`config.mk`:
```
export PLATFORM = sky130hd
export DESIGN_NAME = ptc_timer
export DESIGN_NICKNAME = d
export VERILOG_FILES = /design/src/logic/ptc_pkg.sv /design/src/logic/ptc_timer.sv
export SDC_FILE = /design/constraint.sdc
export NUM_CORES = 1
export LEC_CHECK = 0
export BUFFER_PORTS_ARGS = -buffer_cell sky130_fd_sc_hd__clkbuf_2
export CAP_MARGIN = 25
export CORE_MARGIN = 1
export CORE_UTILIZATION = 40
export DETAILED_ROUTE_END_ITERATION = 10
export REMOVE_ABC_BUFFERS = 1
export SLEW_MARGIN = 10
export SYNTH_ARGS = -nofsm -noshare
export SYNTH_HDL_FRONTEND = slang
export SYNTH_SLANG_ARGS = --single-unit
```
`constraint.sdc`:
```
create_clock -name aclk -period 5.5 [get_ports aclk]
set_clock_uncertainty 0.05 [all_clocks]
set_input_delay 0.275 -clock aclk [delete_from_list [all_inputs] [get_ports aclk]]
set_output_delay 0.275 -clock aclk [all_outputs]
set_load 0.02 [all_outputs]
```
`src/logic/ptc_pkg.sv`:
```
// register map, field layout and mode codes of the periodic timer
// assumes a 32-bit AXI4-Lite bus, one 8-bit register per aligned word
package ptc_pkg;

   // byte addresses of the registers
   localparam logic [7:0] OFS_TIMER_CONTROL_ONE = 8'h00;
   localparam logic [7:0] OFS_CAPTURE_CLEAR     = 8'h04;
   localparam logic [7:0] OFS_COUNTER_LOW       = 8'h08;
   localparam logic [7:0] OFS_COUNTER_HIGH      = 8'h0C;
   localparam logic [7:0] OFS_COMPARE_A_LOW     = 8'h10;
   localparam logic [7:0] OFS_COMPARE_A_HIGH    = 8'h14;
   localparam logic [7:0] OFS_COMPARE_B_LOW     = 8'h18;
   localparam logic [7:0] OFS_COMPARE_B_HIGH    = 8'h1C;
   localparam logic [7:0] OFS_PERIOD_LOW        = 8'h20;
   localparam logic [7:0] OFS_PERIOD_HIGH       = 8'h24;
   localparam logic [7:0] OFS_RUN_CONTROL       = 8'h28;
   localparam logic [7:0] OFS_MATCH_STATUS      = 8'h2C;

   // field positions outside the control byte
   localparam int unsigned POS_COUNTER_ON  = 0;
   localparam int unsigned POS_FLAG_A      = 0;
   localparam int unsigned POS_FLAG_P      = 1;
   localparam int unsigned POS_LATCH_EDGE  = 0;
   localparam int unsigned POS_CAP_CLR_LSB = 1;

   // reset values and the counter maximum
   localparam logic [7:0]  RST_BYTE  = 8'h00;
   localparam logic [15:0] RST_WORD  = 16'h0000;
   localparam logic [15:0] COUNT_MAX = 16'hFFFF;

   // mode select codes
   localparam logic [1:0] MODE_COMPARE = 2'h0;
   localparam logic [1:0] MODE_CAPTURE = 2'h1;
   localparam logic [1:0] MODE_PWM     = 2'h2;
   localparam logic [1:0] MODE_TIMER   = 2'h3;

   // pin action codes (compare / pwm / capture meaning share the codes)
   localparam logic [1:0] ACT_NONE   = 2'h0;
   localparam logic [1:0] ACT_LOW    = 2'h1;
   localparam logic [1:0] ACT_HIGH   = 2'h2;
   localparam logic [1:0] ACT_TOGGLE = 2'h3;

   // axi responses
   localparam logic [1:0] RESP_OKAY   = 2'h0;
   localparam logic [1:0] RESP_SLVERR = 2'h2;

   // timer control one byte, bit 7 down to bit 0
   typedef struct packed {
      logic [1:0] mode_select;
      logic [1:0] pin_action_select;
      logic       output_level_control;
      logic       output_invert;
      logic       capture_source_select;
      logic       counter_clear_select;
   } ptc_ctrl_type;

endpackage : ptc_pkg

```
`src/logic/ptc_timer.sv`:
```
// periodic timer compare unit with its AXI4-Lite register slave
// assumes count_tick is a one-cycle pulse from an outside prescaler and
// that all pins are already synchronous to aclk
//
// The implementer's own choices: the placing of the registers and the AXI4-Lite register port.
`timescale 1ns/1ps

// Operation
// compare mode A match drives pin low, high or toggles; zero leaves it.
// a requested level equal to the initial level changes nothing visible.
// counter_on rising edge returns the pin to its initial level.
// software changes pin action in pwm mode only with the timer off.
// output level control sets initial level, or pwm active polarity.
// single pulse level set on counter_on rise; no effect in timer mode.
// output invert flips the pin; no effect in timer/counter mode.
// capture source select picks capture pin (0) or timer clock pin (1).
// clear select 1 clears on A match; 0 on P match or overflow.
// overflow clears the counter only when the period value is zero.
// clear select is ignored in pwm, single pulse and capture modes.
// capture clear select adds rising, falling or both edges to P match.
// latch edge flag reads 1 after rising-edge latch, 0 after falling.
// counter readable as low and high read-only bytes, reset zero.
// compare A, B and period are 16-bit byte pairs, reset zero.
// compare mode, clear select 0: clear on P or overflow, raise flags.
// clear select 1: clear on A match, never raise the P flag.
// compare A zero: counter overflows at FFFF, no A flag.
// only A match moves the pin in compare mode; P match does not.
// upper five bits of capture clear register read zero.
// mode select picks compare, capture, pwm/single pulse or timer.
// counter_on rise zeroes the counter; fall holds the count.
// match flags stay set until cleared and drive request outputs.
module ptc_timer
   import ptc_pkg::*;
#(
   parameter int unsigned ADDR_W = 8
) (
   // clock, reset, freeze
   input  wire logic              aclk,
   input  wire logic              aresetn,
   input  wire logic              clk_en,
   // axi4-lite write address and data
   input  wire logic              awvalid,
   output logic                   awready,
   input  wire logic [ADDR_W-1:0] awaddr,
   input  wire logic [2:0]        awprot,
   input  wire logic              wvalid,
   output logic                   wready,
   input  wire logic [31:0]       wdata,
   input  wire logic [3:0]        wstrb,
   // axi4-lite write response
   output logic                   bvalid,
   input  wire logic              bready,
   output logic [1:0]             bresp,
   // axi4-lite read
   input  wire logic              arvalid,
   output logic                   arready,
   input  wire logic [ADDR_W-1:0] araddr,
   input  wire logic [2:0]        arprot,
   output logic                   rvalid,
   input  wire logic              rready,
   output logic [31:0]            rdata,
   output logic [1:0]             rresp,
   // timer pins and count tick
   input  wire logic              count_tick,
   input  wire logic              capture_input_pin,
   input  wire logic              external_timer_clock_pin,
   output logic                   timer_output_pin,
   // match request outputs
   output logic                   match_a_flag,
   output logic                   match_p_flag
);

   // register state
   ptc_ctrl_type      ctrl_q;
   logic [1:0]        cap_clr_q;
   logic              latch_edge_q;
   logic [15:0]       counter_q;
   logic [15:0]       cmp_a_q;
   logic [15:0]       cmp_b_q;
   logic [15:0]       period_q;
   logic              counter_on_q;
   logic              on_prev_q;
   logic              src_prev_q;
   logic              pin_q;
   logic              pin_d;
   logic              out_q;
   logic              flag_a_q;
   logic              flag_p_q;

   // bus state
   logic              awready_q;
   logic              wready_q;
   logic              aw_have_q;
   logic              w_have_q;
   logic [ADDR_W-1:0] aw_addr_q;
   logic [7:0]        w_byte_q;
   logic              w_lane0_q;
   logic              bvalid_q;
   logic [1:0]        bresp_q;
   logic              arready_q;
   logic              rvalid_q;
   logic [31:0]       rdata_q;
   logic [1:0]        rresp_q;

   // word-aligned address within the map
   function automatic logic [7:0] word_ofs(input logic [ADDR_W-1:0] a);
      logic [7:0] w;
      w = 8'(a);
      return {w[7:2], 2'h0};
   endfunction : word_ofs

   // true for any address the map holds
   function automatic logic addr_known(input logic [ADDR_W-1:0] a);
      logic [7:0] w;
      w = word_ofs(a);
      return (a[ADDR_W-1:0] >> 8) == '0 && w <= OFS_MATCH_STATUS;
   endfunction : addr_known

   // edge selection shared by capture trigger and capture clear
   function automatic logic edge_pick(input logic [1:0] code,
                                      input logic rise,
                                      input logic fall);
      case (code)
         2'h0:    return rise;
         2'h1:    return fall;
         2'h2:    return rise | fall;
         default: return 1'b0;
      endcase
   endfunction : edge_pick

   // register write strobes
   logic       wr_go;
   logic [7:0] wr_ofs;
   assign wr_go  = aw_have_q & w_have_q & ~bvalid_q;
   assign wr_ofs = word_ofs(aw_addr_q);

   function automatic logic wr_hit(input logic [7:0] ofs, input logic go,
                                   input logic lane,
                                   input logic [7:0] at);
      return go & lane & (ofs == at);
   endfunction : wr_hit

   // event decode
   logic on_rise;
   logic running;
   logic cap_src;
   logic src_rise;
   logic src_fall;
   logic at_a;
   logic at_p;
   logic at_max;
   logic clr_evt;
   logic set_a;
   logic set_p;
   logic cap_hit;
   logic pulse_stop;

   assign on_rise  = counter_on_q & ~on_prev_q;
   assign running  = counter_on_q & count_tick;
   assign cap_src  = ctrl_q.capture_source_select
                     ? external_timer_clock_pin : capture_input_pin;
   assign src_rise = cap_src & ~src_prev_q;
   assign src_fall = ~cap_src & src_prev_q;
   assign at_max   = running & (counter_q == COUNT_MAX);
   // a zero compare A never matches, so the counter runs to FFFF
   assign at_a     = running & (cmp_a_q != RST_WORD)
                     & (counter_q == cmp_a_q);
   // a zero period makes overflow stand in for the P match
   assign at_p     = (period_q == RST_WORD) ? at_max
                     : running & (counter_q == period_q);

   // clearing sources and flag raising per mode
   always_comb begin
      clr_evt    = 1'b0;
      set_a      = 1'b0;
      set_p      = 1'b0;
      cap_hit    = 1'b0;
      pulse_stop = 1'b0;
      case (ctrl_q.mode_select)
         MODE_COMPARE, MODE_TIMER: begin
            set_a = at_a;
            if (ctrl_q.counter_clear_select) begin
               clr_evt = at_a | ((cmp_a_q == RST_WORD) & at_max);
            end else begin
               clr_evt = at_p;
               set_p   = at_p;
            end
         end
         MODE_CAPTURE: begin
            // clear select ignored; edges may add to the P clear
            cap_hit = counter_on_q
                      & edge_pick(ctrl_q.pin_action_select,
                                  src_rise, src_fall);
            clr_evt = at_p | (counter_on_q & (cap_clr_q != 2'h0)
                      & edge_pick(cap_clr_q - 2'h1,
                                  src_rise, src_fall));
            set_a   = cap_hit;
            set_p   = at_p;
         end
         MODE_PWM: begin
            set_a = at_a;
            if (ctrl_q.pin_action_select == ACT_TOGGLE) begin
               pulse_stop = at_a;
            end else begin
               clr_evt = at_p;
               set_p   = at_p;
            end
         end
         default: begin
            clr_evt = 1'b0;
         end
      endcase
   end

   // counter: restart on enable rise, hold when off
   always_ff @(posedge aclk) begin
      if (!aresetn) begin
         counter_q <= RST_WORD;
      end else if (clk_en) begin
         if (on_rise) begin
            counter_q <= RST_WORD;
         end else if (clr_evt) begin
            counter_q <= RST_WORD;
         end else if (running) begin
            counter_q <= counter_q + 16'h0001;
         end
      end
   end

   // edge history for counter_on and capture source
   always_ff @(posedge aclk) begin
      if (!aresetn) begin
         on_prev_q  <= 1'b0;
         src_prev_q <= 1'b0;
      end else if (clk_en) begin
         on_prev_q  <= counter_on_q;
         src_prev_q <= cap_src;
      end
   end

   // run control; a single pulse ends itself on the A match
   always_ff @(posedge aclk) begin
      if (!aresetn) begin
         counter_on_q <= 1'b0;
      end else if (clk_en) begin
         if (pulse_stop) begin
            counter_on_q <= 1'b0;
         end else if (wr_hit(wr_ofs, wr_go, w_lane0_q, OFS_RUN_CONTROL)) begin
            counter_on_q <= w_byte_q[POS_COUNTER_ON];
         end
      end
   end

   // control bytes
   always_ff @(posedge aclk) begin
      if (!aresetn) begin
         ctrl_q    <= ptc_ctrl_type'(RST_BYTE);
         cap_clr_q <= 2'h0;
      end else if (clk_en) begin
         if (wr_hit(wr_ofs, wr_go, w_lane0_q, OFS_TIMER_CONTROL_ONE)) begin
            ctrl_q <= ptc_ctrl_type'(w_byte_q);
         end
         if (wr_hit(wr_ofs, wr_go, w_lane0_q, OFS_CAPTURE_CLEAR)) begin
            cap_clr_q <= w_byte_q[POS_CAP_CLR_LSB +: 2];
         end
      end
   end

   // compare values; a capture overrides a bus write in the same cycle
   always_ff @(posedge aclk) begin
      if (!aresetn) begin
         cmp_a_q  <= RST_WORD;
         cmp_b_q  <= RST_WORD;
         period_q <= RST_WORD;
      end else if (clk_en) begin
         if (wr_hit(wr_ofs, wr_go, w_lane0_q, OFS_COMPARE_A_LOW))
            cmp_a_q[7:0] <= w_byte_q;
         if (wr_hit(wr_ofs, wr_go, w_lane0_q, OFS_COMPARE_A_HIGH))
            cmp_a_q[15:8] <= w_byte_q;
         if (wr_hit(wr_ofs, wr_go, w_lane0_q, OFS_COMPARE_B_LOW))
            cmp_b_q[7:0] <= w_byte_q;
         if (wr_hit(wr_ofs, wr_go, w_lane0_q, OFS_COMPARE_B_HIGH))
            cmp_b_q[15:8] <= w_byte_q;
         if (wr_hit(wr_ofs, wr_go, w_lane0_q, OFS_PERIOD_LOW))
            period_q[7:0] <= w_byte_q;
         if (wr_hit(wr_ofs, wr_go, w_lane0_q, OFS_PERIOD_HIGH))
            period_q[15:8] <= w_byte_q;
         // latch target: A when no edge clearing, B otherwise
         if (cap_hit) begin
            if (cap_clr_q == 2'h0) begin
               cmp_a_q <= counter_q;
            end else begin
               cmp_b_q <= counter_q;
            end
         end
      end
   end

   // latch edge flag records which edge did the last latch
   always_ff @(posedge aclk) begin
      if (!aresetn) begin
         latch_edge_q <= 1'b0;
      end else if (clk_en) begin
         if (cap_hit) begin
            latch_edge_q <= src_rise;
         end
      end
   end

   // sticky match flags, a new event beats a clear in the same cycle
   always_ff @(posedge aclk) begin
      if (!aresetn) begin
         flag_a_q <= 1'b0;
         flag_p_q <= 1'b0;
      end else if (clk_en) begin
         if (set_a) begin
            flag_a_q <= 1'b1;
         end else if (wr_hit(wr_ofs, wr_go, w_lane0_q, OFS_MATCH_STATUS)
                      && w_byte_q[POS_FLAG_A]) begin
            flag_a_q <= 1'b0;
         end
         if (set_p) begin
            flag_p_q <= 1'b1;
         end else if (wr_hit(wr_ofs, wr_go, w_lane0_q, OFS_MATCH_STATUS)
                      && w_byte_q[POS_FLAG_P]) begin
            flag_p_q <= 1'b0;
         end
      end
   end

   // pin level before inversion
   always_comb begin
      pin_d = pin_q;
      case (ctrl_q.mode_select)
         MODE_COMPARE: begin
            if (on_rise) begin
               pin_d = ctrl_q.output_level_control;
            end else if (at_a) begin
               case (ctrl_q.pin_action_select)
                  ACT_LOW:    pin_d = 1'b0;
                  ACT_HIGH:   pin_d = 1'b1;
                  ACT_TOGGLE: pin_d = ~pin_q;
                  default:    pin_d = pin_q;
               endcase
            end
         end
         MODE_PWM: begin
            // action codes here: inactive, active, pwm, single pulse
            case (ctrl_q.pin_action_select)
               2'h0:    pin_d = ~ctrl_q.output_level_control;
               2'h1:    pin_d = ctrl_q.output_level_control;
               2'h2:    pin_d = (counter_q < cmp_a_q)
                                ? ctrl_q.output_level_control
                                : ~ctrl_q.output_level_control;
               default: pin_d = counter_on_q & ~pulse_stop
                                ? ctrl_q.output_level_control
                                : ~ctrl_q.output_level_control;
            endcase
         end
         default: begin
            pin_d = pin_q;
         end
      endcase
   end

   // pin register and output stage; timer mode leaves the pin low
   always_ff @(posedge aclk) begin
      if (!aresetn) begin
         pin_q <= 1'b0;
         out_q <= 1'b0;
      end else if (clk_en) begin
         pin_q <= pin_d;
         if (ctrl_q.mode_select == MODE_TIMER) begin
            out_q <= 1'b0;
         end else begin
            out_q <= pin_d ^ ctrl_q.output_invert;
         end
      end
   end

   // write channel: address and data taken in either order
   always_ff @(posedge aclk) begin
      if (!aresetn) begin
         awready_q <= 1'b1;
         wready_q  <= 1'b1;
         aw_have_q <= 1'b0;
         w_have_q  <= 1'b0;
         aw_addr_q <= '0;
         w_byte_q  <= RST_BYTE;
         w_lane0_q <= 1'b0;
         bvalid_q  <= 1'b0;
         bresp_q   <= RESP_OKAY;
      end else if (clk_en) begin
         if (awvalid && awready_q) begin
            aw_have_q <= 1'b1;
            awready_q <= 1'b0;
            aw_addr_q <= awaddr;
         end
         if (wvalid && wready_q) begin
            w_have_q  <= 1'b1;
            wready_q  <= 1'b0;
            w_byte_q  <= wdata[7:0];
            w_lane0_q <= wstrb[0];
         end
         if (wr_go) begin
            aw_have_q <= 1'b0;
            w_have_q  <= 1'b0;
            bvalid_q  <= 1'b1;
            bresp_q   <= addr_known(aw_addr_q) ? RESP_OKAY : RESP_SLVERR;
         end
         if (bvalid_q && bready) begin
            bvalid_q  <= 1'b0;
            awready_q <= 1'b1;
            wready_q  <= 1'b1;
         end
      end
   end

   // read data view of the map
   logic [7:0] rd_byte;
   always_comb begin
      case (word_ofs(araddr))
         OFS_TIMER_CONTROL_ONE: rd_byte = ctrl_q;
         OFS_CAPTURE_CLEAR:     rd_byte = {5'h00, cap_clr_q,
                                           latch_edge_q};
         OFS_COUNTER_LOW:       rd_byte = counter_q[7:0];
         OFS_COUNTER_HIGH:      rd_byte = counter_q[15:8];
         OFS_COMPARE_A_LOW:     rd_byte = cmp_a_q[7:0];
         OFS_COMPARE_A_HIGH:    rd_byte = cmp_a_q[15:8];
         OFS_COMPARE_B_LOW:     rd_byte = cmp_b_q[7:0];
         OFS_COMPARE_B_HIGH:    rd_byte = cmp_b_q[15:8];
         OFS_PERIOD_LOW:        rd_byte = period_q[7:0];
         OFS_PERIOD_HIGH:       rd_byte = period_q[15:8];
         OFS_RUN_CONTROL:       rd_byte = {7'h00, counter_on_q};
         OFS_MATCH_STATUS:      rd_byte = {6'h00, flag_p_q, flag_a_q};
         default:               rd_byte = RST_BYTE;
      endcase
   end

   // read channel: one read at a time, data one cycle after address
   always_ff @(posedge aclk) begin
      if (!aresetn) begin
         arready_q <= 1'b1;
         rvalid_q  <= 1'b0;
         rdata_q   <= 32'h00000000;
         rresp_q   <= RESP_OKAY;
      end else if (clk_en) begin
         if (arvalid && arready_q) begin
            arready_q <= 1'b0;
            rvalid_q  <= 1'b1;
            rdata_q   <= {24'h000000,
                          addr_known(araddr) ? rd_byte : RST_BYTE};
            rresp_q   <= addr_known(araddr) ? RESP_OKAY : RESP_SLVERR;
         end
         if (rvalid_q && rready) begin
            rvalid_q  <= 1'b0;
            arready_q <= 1'b1;
         end
      end
   end

   // outputs straight from flops
   assign awready          = awready_q;
   assign wready           = wready_q;
   assign bvalid           = bvalid_q;
   assign bresp            = bresp_q;
   assign arready          = arready_q;
   assign rvalid           = rvalid_q;
   assign rdata            = rdata_q;
   assign rresp            = rresp_q;
   assign timer_output_pin = out_q;
   assign match_a_flag     = flag_a_q;
   assign match_p_flag     = flag_p_q;

endmodule : ptc_timer

```
==> impl_metrics.env, run 1 <==
export IMPL_core_area_sq_um=15900
export IMPL_ctsResizeCount=0
export IMPL_grt_usage_pct=25.3
export IMPL_cts_tree="yes"
export IMPL_drive_gt1_share_pct=14.4
export IMPL_worst_skew_pair_late_latency_ps=430
export IMPL_ys_top_cells_by_count="dfxtp_1 (114), a21oi_1 (87), nand2_1 (77)"
export IMPL_p_clk_share_pct=53.5
export IMPL_yosysSeqAreaShare_pct=35.1
export IMPL_die_w_um=130
export IMPL_critical_path_class="register to register"
export IMPL_ys_async_sr_fraction_pct=0
export IMPL_netlist_area_sq_um=6510
export IMPL_critical_path_arrival_ps=3580
export IMPL_firstDrtPassIters=7
export IMPL_fmax_ghz=0.304
export IMPL_drv_cap=0
export IMPL_maxSlewHeadroom_pct=32.8
export IMPL_cp_required_ps=5790
export IMPL_fin_crit_ps=3290
export IMPL_r2r_start="ctrl_q[1]"
export IMPL_root_buffer="clkbuf_16"
export IMPL_wl_per_cell_um=19.6
export IMPL_fin_cells=1037
export IMPL_synth_simple_gate_area_share_pct=19.6
export IMPL_dieArea_sq_um=16800
export IMPL_avgViaCountPerCell=5.78
export IMPL_ys_flop_type="dfxtp_1"
export IMPL_p_per_area_nw_per_um2=285
export IMPL_power_net_switching_uw=525
export IMPL_synth_edf_count=0
export IMPL_syn_area_per_cell_sq_um=8.15
export IMPL_dp_final_hpwl_mm=13.8
export IMPL_pwr_share_comb_pct=5.5
export IMPL_setup_violations_final=0
export IMPL_drt_iter0_markers=698
export IMPL_clock_sinks=114
export IMPL_netSwitchingFraction_pct=25.3
export IMPL_path_max_fanout=8
export IMPL_cts_setup_buffers=0
export IMPL_cts_buffers=17
export IMPL_synthCells=798
export IMPL_setup_tns_final_ps=0
export IMPL_hold_viol=0
export IMPL_cts_buffer_depth=2
export IMPL_fin_util_pct=45.8
export IMPL_place_inst=1005
export IMPL_totalWireLength_mm=20.3
export IMPL_grt_max_degree=66
export IMPL_synthAdderAreaFrac_pct=4.42
export IMPL_rows=46
export IMPL_yosys_top_cells_area="dfxtp_1 (35%), a21oi_1 (6.7%), nand2_1 (4.4%)"
export IMPL_gp_congestion=0.889
export IMPL_ys_ff_latch=114
export IMPL_route_vias_total=5990
export IMPL_grt_overflow=0
export IMPL_synth_compound_area_share_pct=21.6
export IMPL_drc=0
export IMPL_hp_start="wstrb[0]"
export IMPL_grt_pass1_vias=5415
export IMPL_portBuffers=49
export IMPL_die_h_um=130
export IMPL_antenna_found_initial=0
export IMPL_yosysTopAreaCellShare_pct=35.1
export IMPL_nets=900
export IMPL_postRouteAntennaNets=0
export IMPL_antenna_cells=0
export IMPL_io_pins=113
export IMPL_synth_top_family_by_area="compound AO/OA/AOI/OAI gates"
export IMPL_seqPwrFrac_pct=41.0
export IMPL_holdBufCountCts=0
export IMPL_h_tree_depth=4
export IMPL_clk_pin_slew_ps=60
export IMPL_ys_types=66
export IMPL_crit_path_start="ctrl_q[1]"
export IMPL_tightest_slew_ps=998
export IMPL_yosysMostFrequentCell="dfxtp_1"
export IMPL_synth_top_area_cell="dfxtp_1"
export IMPL_fin_crit_sh_pct=59.8
export IMPL_synth_xor_area_share_pct=2.29
export IMPL_ir_drop_v=0.000227
export IMPL_min_path_type="primary input to register"
export IMPL_power_report_internal_total_mw=1.55
export IMPL_area_growth_pct=11.9
export IMPL_drv_slew=0
export IMPL_start_util_pct=41.0
export IMPL_status="complete, no violations"
export IMPL_endpoint_kind="register"
export IMPL_synthMuxAreaShare_pct=7.65
export IMPL_yosys_warnings=0
export IMPL_leakagePower_nw=2.70
export IMPL_start_kind="register"
export IMPL_rsz0062_at_grt="no"
export IMPL_grt_pass1_wl_mm=31.3
-- worst paths after layout --
check,end,slack [ps],depth (start not counted)
setup / recovery,counter_q[7],2210,11
hold / removal,w_lane0_q,10,3
setup reg to reg,counter_q[7],2210,11
hold reg to reg,aw_have_q,400,2
-- sequential cells by signal (all words and copies together), names as in the netlist, 2 cells and up --
signal / flops
w_byte_q: 8
cmp_b_q: 16
cap_clr_q: 2
aw_addr_q: 6
ctrl_q: 8
cmp_a_q: 16
rdata: 8
period_q: 16
counter_q: 16
-- stage by stage --
| step | setup WS (ps) | cell area, sq um | power [mW] | hold slack, ps |
|---|---|---|---|---|
| global placement | 2290 | 6690 | 0.984 | 383 |
| CTS | 2270 | 7280 | 2.09 | 11.4 |
| detailed placement | 2260 | 6690 | 0.984 | 388 |
| finish | 2210 | 7280 | 2.08 | 14.1 |
| floorplan | 2650 | 6130 | 0.929 | 287 |
| global route | 1990 | 7280 | 2.14 | 20.3 |
-- area by class of cell --
cell class                 instances  area (sq um)
inverter                          37           139
fill                            1636          8600
clock inverter                    14           156
timing repair buffer              54           283
sequential                       114          2280
clock buffer                      18           439
tap                              216           270
multi-input combinational        584          3710
-- layer usage --
| layer | GRT usage (%) | vias up | wire [um] |
|---|---|---|---|
| met3 | 6.11 | 34 | 2090 |
| met2 | 38.5 | 318 | 9120 |
| li1 | - | 2869 | - |
| met4 | 9.78 | 0 | 392 |
| met5 | 0 | - | 0 |
| met1 | 34.4 | 2769 | 8710 |
-- cell families (layout without fill, tap and decap cells) --
logic type / after synthesis / count (layout)
buffers and inverters: 125 / 123
AOI/OAI and AO/OA: 230 / 230
and+or+nand+nor: 250 / 250
adders and majority gates: 23 / 23
muxes: 38 / 38
xor gates and xnor gates: 17 / 17
other: 1 / 26
DFF: 114 / 114
-- layout by cell type (no fill, tap or decap), types with 9 or more instances in the layout --
| cell | synthesis | routed |
|---|---|---|
| clkbuf_16 | 0 | 17 |
| conb_1 | 1 | 26 |
| o22ai_1 | 38 | 38 |
| mux4_2 | 9 | 9 |
| nand3_1 | 35 | 35 |
| inv_1 | 37 | 36 |
| a222oi_1 | 10 | 10 |
| nand4_1 | 15 | 15 |
| nand2_1 | 77 | 77 |
| a31oi_1 | 14 | 14 |
| mux2i_1 | 25 | 25 |
| clkbuf_2 | 5 | 49 |
| a21oi_1 | 87 | 87 |
| nor2_1 | 54 | 54 |
| dfxtp_1 | 114 | 114 |
| nor4_1 | 12 | 12 |
| ha_1 | 23 | 23 |
| o21ai_0 | 47 | 46 |
| xnor2_1 | 17 | 17 |
-- critical path: stages, from the launching register on --
cell     delay [ps]
dfxtp_1         420
mux2i_1         320
inv_1            80
ha_1            300
nor2b_1          40
o21ai_0         140
o21ai_0         120
a31oi_1         340
o22ai_2         210
or3_4           430
or3_1           490
o31ai_2         260
-- power by group through the flow --
| stage | Sequential [mW] | Clock (mW) | Combinational (mW) |
|---|---|---|---|
| 2_1_floorplan | 0.867 | 0 | 0.0610 |
| 5_1_grt | 0.854 | 1.16 | 0.126 |
| 3_3_place_gp | 0.870 | 0 | 0.114 |
| 6_report | 0.853 | 1.11 | 0.114 |
| 3_5_place_dp | 0.871 | 0 | 0.113 |
| 4_1_cts | 0.852 | 1.12 | 0.114 |
Power figures use the tool's default switching activity.
==> run 2: changes to the inputs <==
--- a/config.mk
+++ b/config.mk
@@ -5,6 +5,7 @@
 export SDC_FILE = /design/constraint.sdc
 export NUM_CORES = 1
 export LEC_CHECK = 0
+export ABC_AREA = 1
 export BUFFER_PORTS_ARGS = -buffer_cell sky130_fd_sc_hd__clkbuf_2
 export CAP_MARGIN = 25
 export CORE_MARGIN = 1
==> constraint.sdc (replaced) <==
create_clock -name aclk -period 2.9 [get_ports aclk]
set_clock_uncertainty 0.05 [all_clocks]
set_input_delay 0.145 -clock aclk [delete_from_list [all_inputs] [get_ports aclk]]
set_output_delay 0.145 -clock aclk [all_outputs]
set_load 0.02 [all_outputs]
==> run 2 against run 1 <==
Combinational power increased by 130%. Global-route usage increased by 1.7 points. Critical endpoint is now period_q[5]. Sequential share of layout area decreased by 3.4 points. Sequential cell count unchanged. Largest power group unchanged. Power increased by 94%. Final area increased by 12%. Highest routed layer unchanged.
==> impl_metrics.env, run 2 <==
export IMPL_status="complete, no violations"
export IMPL_final_common_cell="nand2_1"
export IMPL_ys_top_cells_by_count="nand2_1 (242), inv_1 (119), dfxtp_1 (114)"
export IMPL_drv_cap=0
export IMPL_r2r_cells=9
export IMPL_cp_required_ps=3150
export IMPL_route_vias_total=7366
export IMPL_hold_depth=3
export IMPL_fin_crit_sh_pct=87.6
export IMPL_drc=0
export IMPL_nets=1215
export IMPL_avgViaCountPerCell=5.43
export IMPL_total_power_mw=4.02
export IMPL_root_buffer="clkbuf_16"
export IMPL_grt_overflow=0
export IMPL_cpPeakStageDelay_ps=540
export IMPL_syn_area_per_cell_sq_um=6.62
export IMPL_path_depth=9
export IMPL_fin_crit_ps=2540
export IMPL_netlist_area_sq_um=6980
export IMPL_p_per_area_nw_per_um2=492
export IMPL_clock_sinks=114
export IMPL_place_ws_ps=417
export IMPL_endpoint_kind="register"
export IMPL_drive_gt1_share_pct=10.7
export IMPL_gp_congestion=0.964
export IMPL_yosys_warnings=0
export IMPL_cts_tree="yes"
export IMPL_leakagePower_nw=3.55
export IMPL_clk_pin_slew_ps=60
export IMPL_die_w_um=134
export IMPL_fmax_ghz=0.394
export IMPL_rsz0062_at_grt="no"
export IMPL_grt_usage_pct=27.0
export IMPL_antenna_cells=0
export IMPL_dieArea_sq_um=18000
export IMPL_area_growth_pct=17.2
export IMPL_wl_per_cell_um=17.6
export IMPL_setup_violations_final=0
export IMPL_ys_flop_type="dfxtp_1"
export IMPL_grt_max_degree=50
export IMPL_drt_iter0_markers=670
export IMPL_path_max_fanout=15
export IMPL_synth_edf_count=0
export IMPL_yosysSeqAreaShare_pct=32.7
export IMPL_yosys_top_cells_area="dfxtp_1 (33%), nand2_1 (13%), a21oi_1 (7.5%)"
export IMPL_cpMaxStageDelayCell="nor4_1"
export IMPL_critical_path_class="register to register"
export IMPL_worst_skew_pair_late_latency_ps=430
export IMPL_portBuffers=49
export IMPL_cts_buffer_depth=2
export IMPL_crit_family="simple AND/OR/NAND/NOR gates"
export IMPL_tightest_slew_ps=670
export IMPL_dp_final_hpwl_mm=17.1
export IMPL_ir_drop_v=0.000448
export IMPL_yosysMostFrequentCell="nand2_1"
export IMPL_synth_top_area_cell="dfxtp_1"
export IMPL_core_area_sq_um=16800
export IMPL_hold_viol=0
export IMPL_rows=47
export IMPL_min_path_type="primary input to register"
export IMPL_setup_tns_final_ps=0
export IMPL_ys_ff_latch=114
export IMPL_drv_slew=0
export IMPL_ys_types=42
export IMPL_final_cell_mix="nand2_1 (242), inv_1 (119), dfxtp_1 (114)"
export IMPL_postRouteAntennaNets=0
export IMPL_cts_setup_buffers=0
export IMPL_ys_async_sr_fraction_pct=0
export IMPL_die_h_um=134
export IMPL_antenna_found_initial=0
export IMPL_critical_path_buf_inv_count=2
export IMPL_ff_latch_area_sq_um=2280
export IMPL_synthCells=1054
export IMPL_setup_slack_ps=359
export IMPL_yosysTopAreaCellShare_pct=32.7
export IMPL_h_tree_depth=4
export IMPL_multi_input_area_sq_um=3910
export IMPL_start_util_pct=41.5
export IMPL_nFillCells=1732
export IMPL_firstDrtPassIters=6
export IMPL_grt_pass1_wl_mm=36.4
export IMPL_path_cells="inv_1 -> nor2_1 -> nand2_1 -> nor2_1 -> inv_1 -> nor4_1 -> nand2_1 -> o21ai_0 -> a21oi_1"
export IMPL_io_pins=113
export IMPL_start_kind="register"
export IMPL_maxSlewHeadroom_pct=54.9
export IMPL_grt_pass1_vias=6523
export IMPL_critical_path_arrival_ps=2790
export IMPL_cts_buffers=17
export IMPL_totalWireLength_mm=23.9
[run 2: timing repair]
action	CTS	global route
hold buffers	19	0
gates resized for setup	0	0
endpoints found under the hold margin	18	0
[run 2: layer usage]
metal / vias to the layer above / wire length, um / track usage, %
met5: - / 0 / 0
met4: 0 / 686 / 10.2
met3: 48 / 2350 / 6.46
met2: 345 / 10300 / 40.5
met1: 3365 / 10600 / 37.3
li1: 3608 / - / -
[run 2: stage by stage]
step / instances / cell area, sq um / hold WS (ps) / utilization [%]
finish: 1356 / 8180 / 9.17 / 48.7
global route: 1356 / 8180 / 43.9 / 48.7
CTS: 1356 / 8180 / 3.79 / 48.7
detailed placement: 1305 / 7400 / 338 / 44.0
global placement: 1305 / 7400 / 336 / 44.0
floorplan: 1005 / 6650 / 179 / -
[run 2: power breakdown]
group          switching (mW)  internal [mW]  leakage, nW  total (mW)
clock network           0.814           1.31        0.271        2.12
registers              0.0450           1.59        0.923        1.64
logic                   0.185         0.0780         2.35       0.263
[run 2: final timing paths]
check                              start          end  slack, ps
worst max register to register  w_have_q  period_q[5]        360
worst max-delay path            w_have_q  period_q[5]        360
worst min-delay path            wdata[6]  w_byte_q[6]          9
worst min register to register  rdata[7]     rdata[7]        410
[run 2: logic make-up after synthesis]
kind of cell	Yosys count	synth area share (%)
other	1	0.0537
and+or+nand+nor	431	25.7
AOI/OAI and AO/OA	272	22.7
xor gates and xnor gates	17	2.13
adders and majority gates	23	4.12
buffers and inverters	196	12.6
DFF	114	32.7
[run 2: final cells by class]
type / instances / area share (%)
Multi-Input combinational cell: 769 / 47.8
Sequential cell: 114 / 27.9
Timing Repair Buffer: 99 / 8.17
Inverter: 122 / 5.60
Clock buffer: 20 / 5.58
Tap cell: 220 / 3.36
Clock inverter: 12 / 1.62
[run 2: worst min-delay path: cells and delay by family]
kind,cells,cell delay (ps)
AOI/OAI and AO/OA,2,230
buffers and inverters,1,70
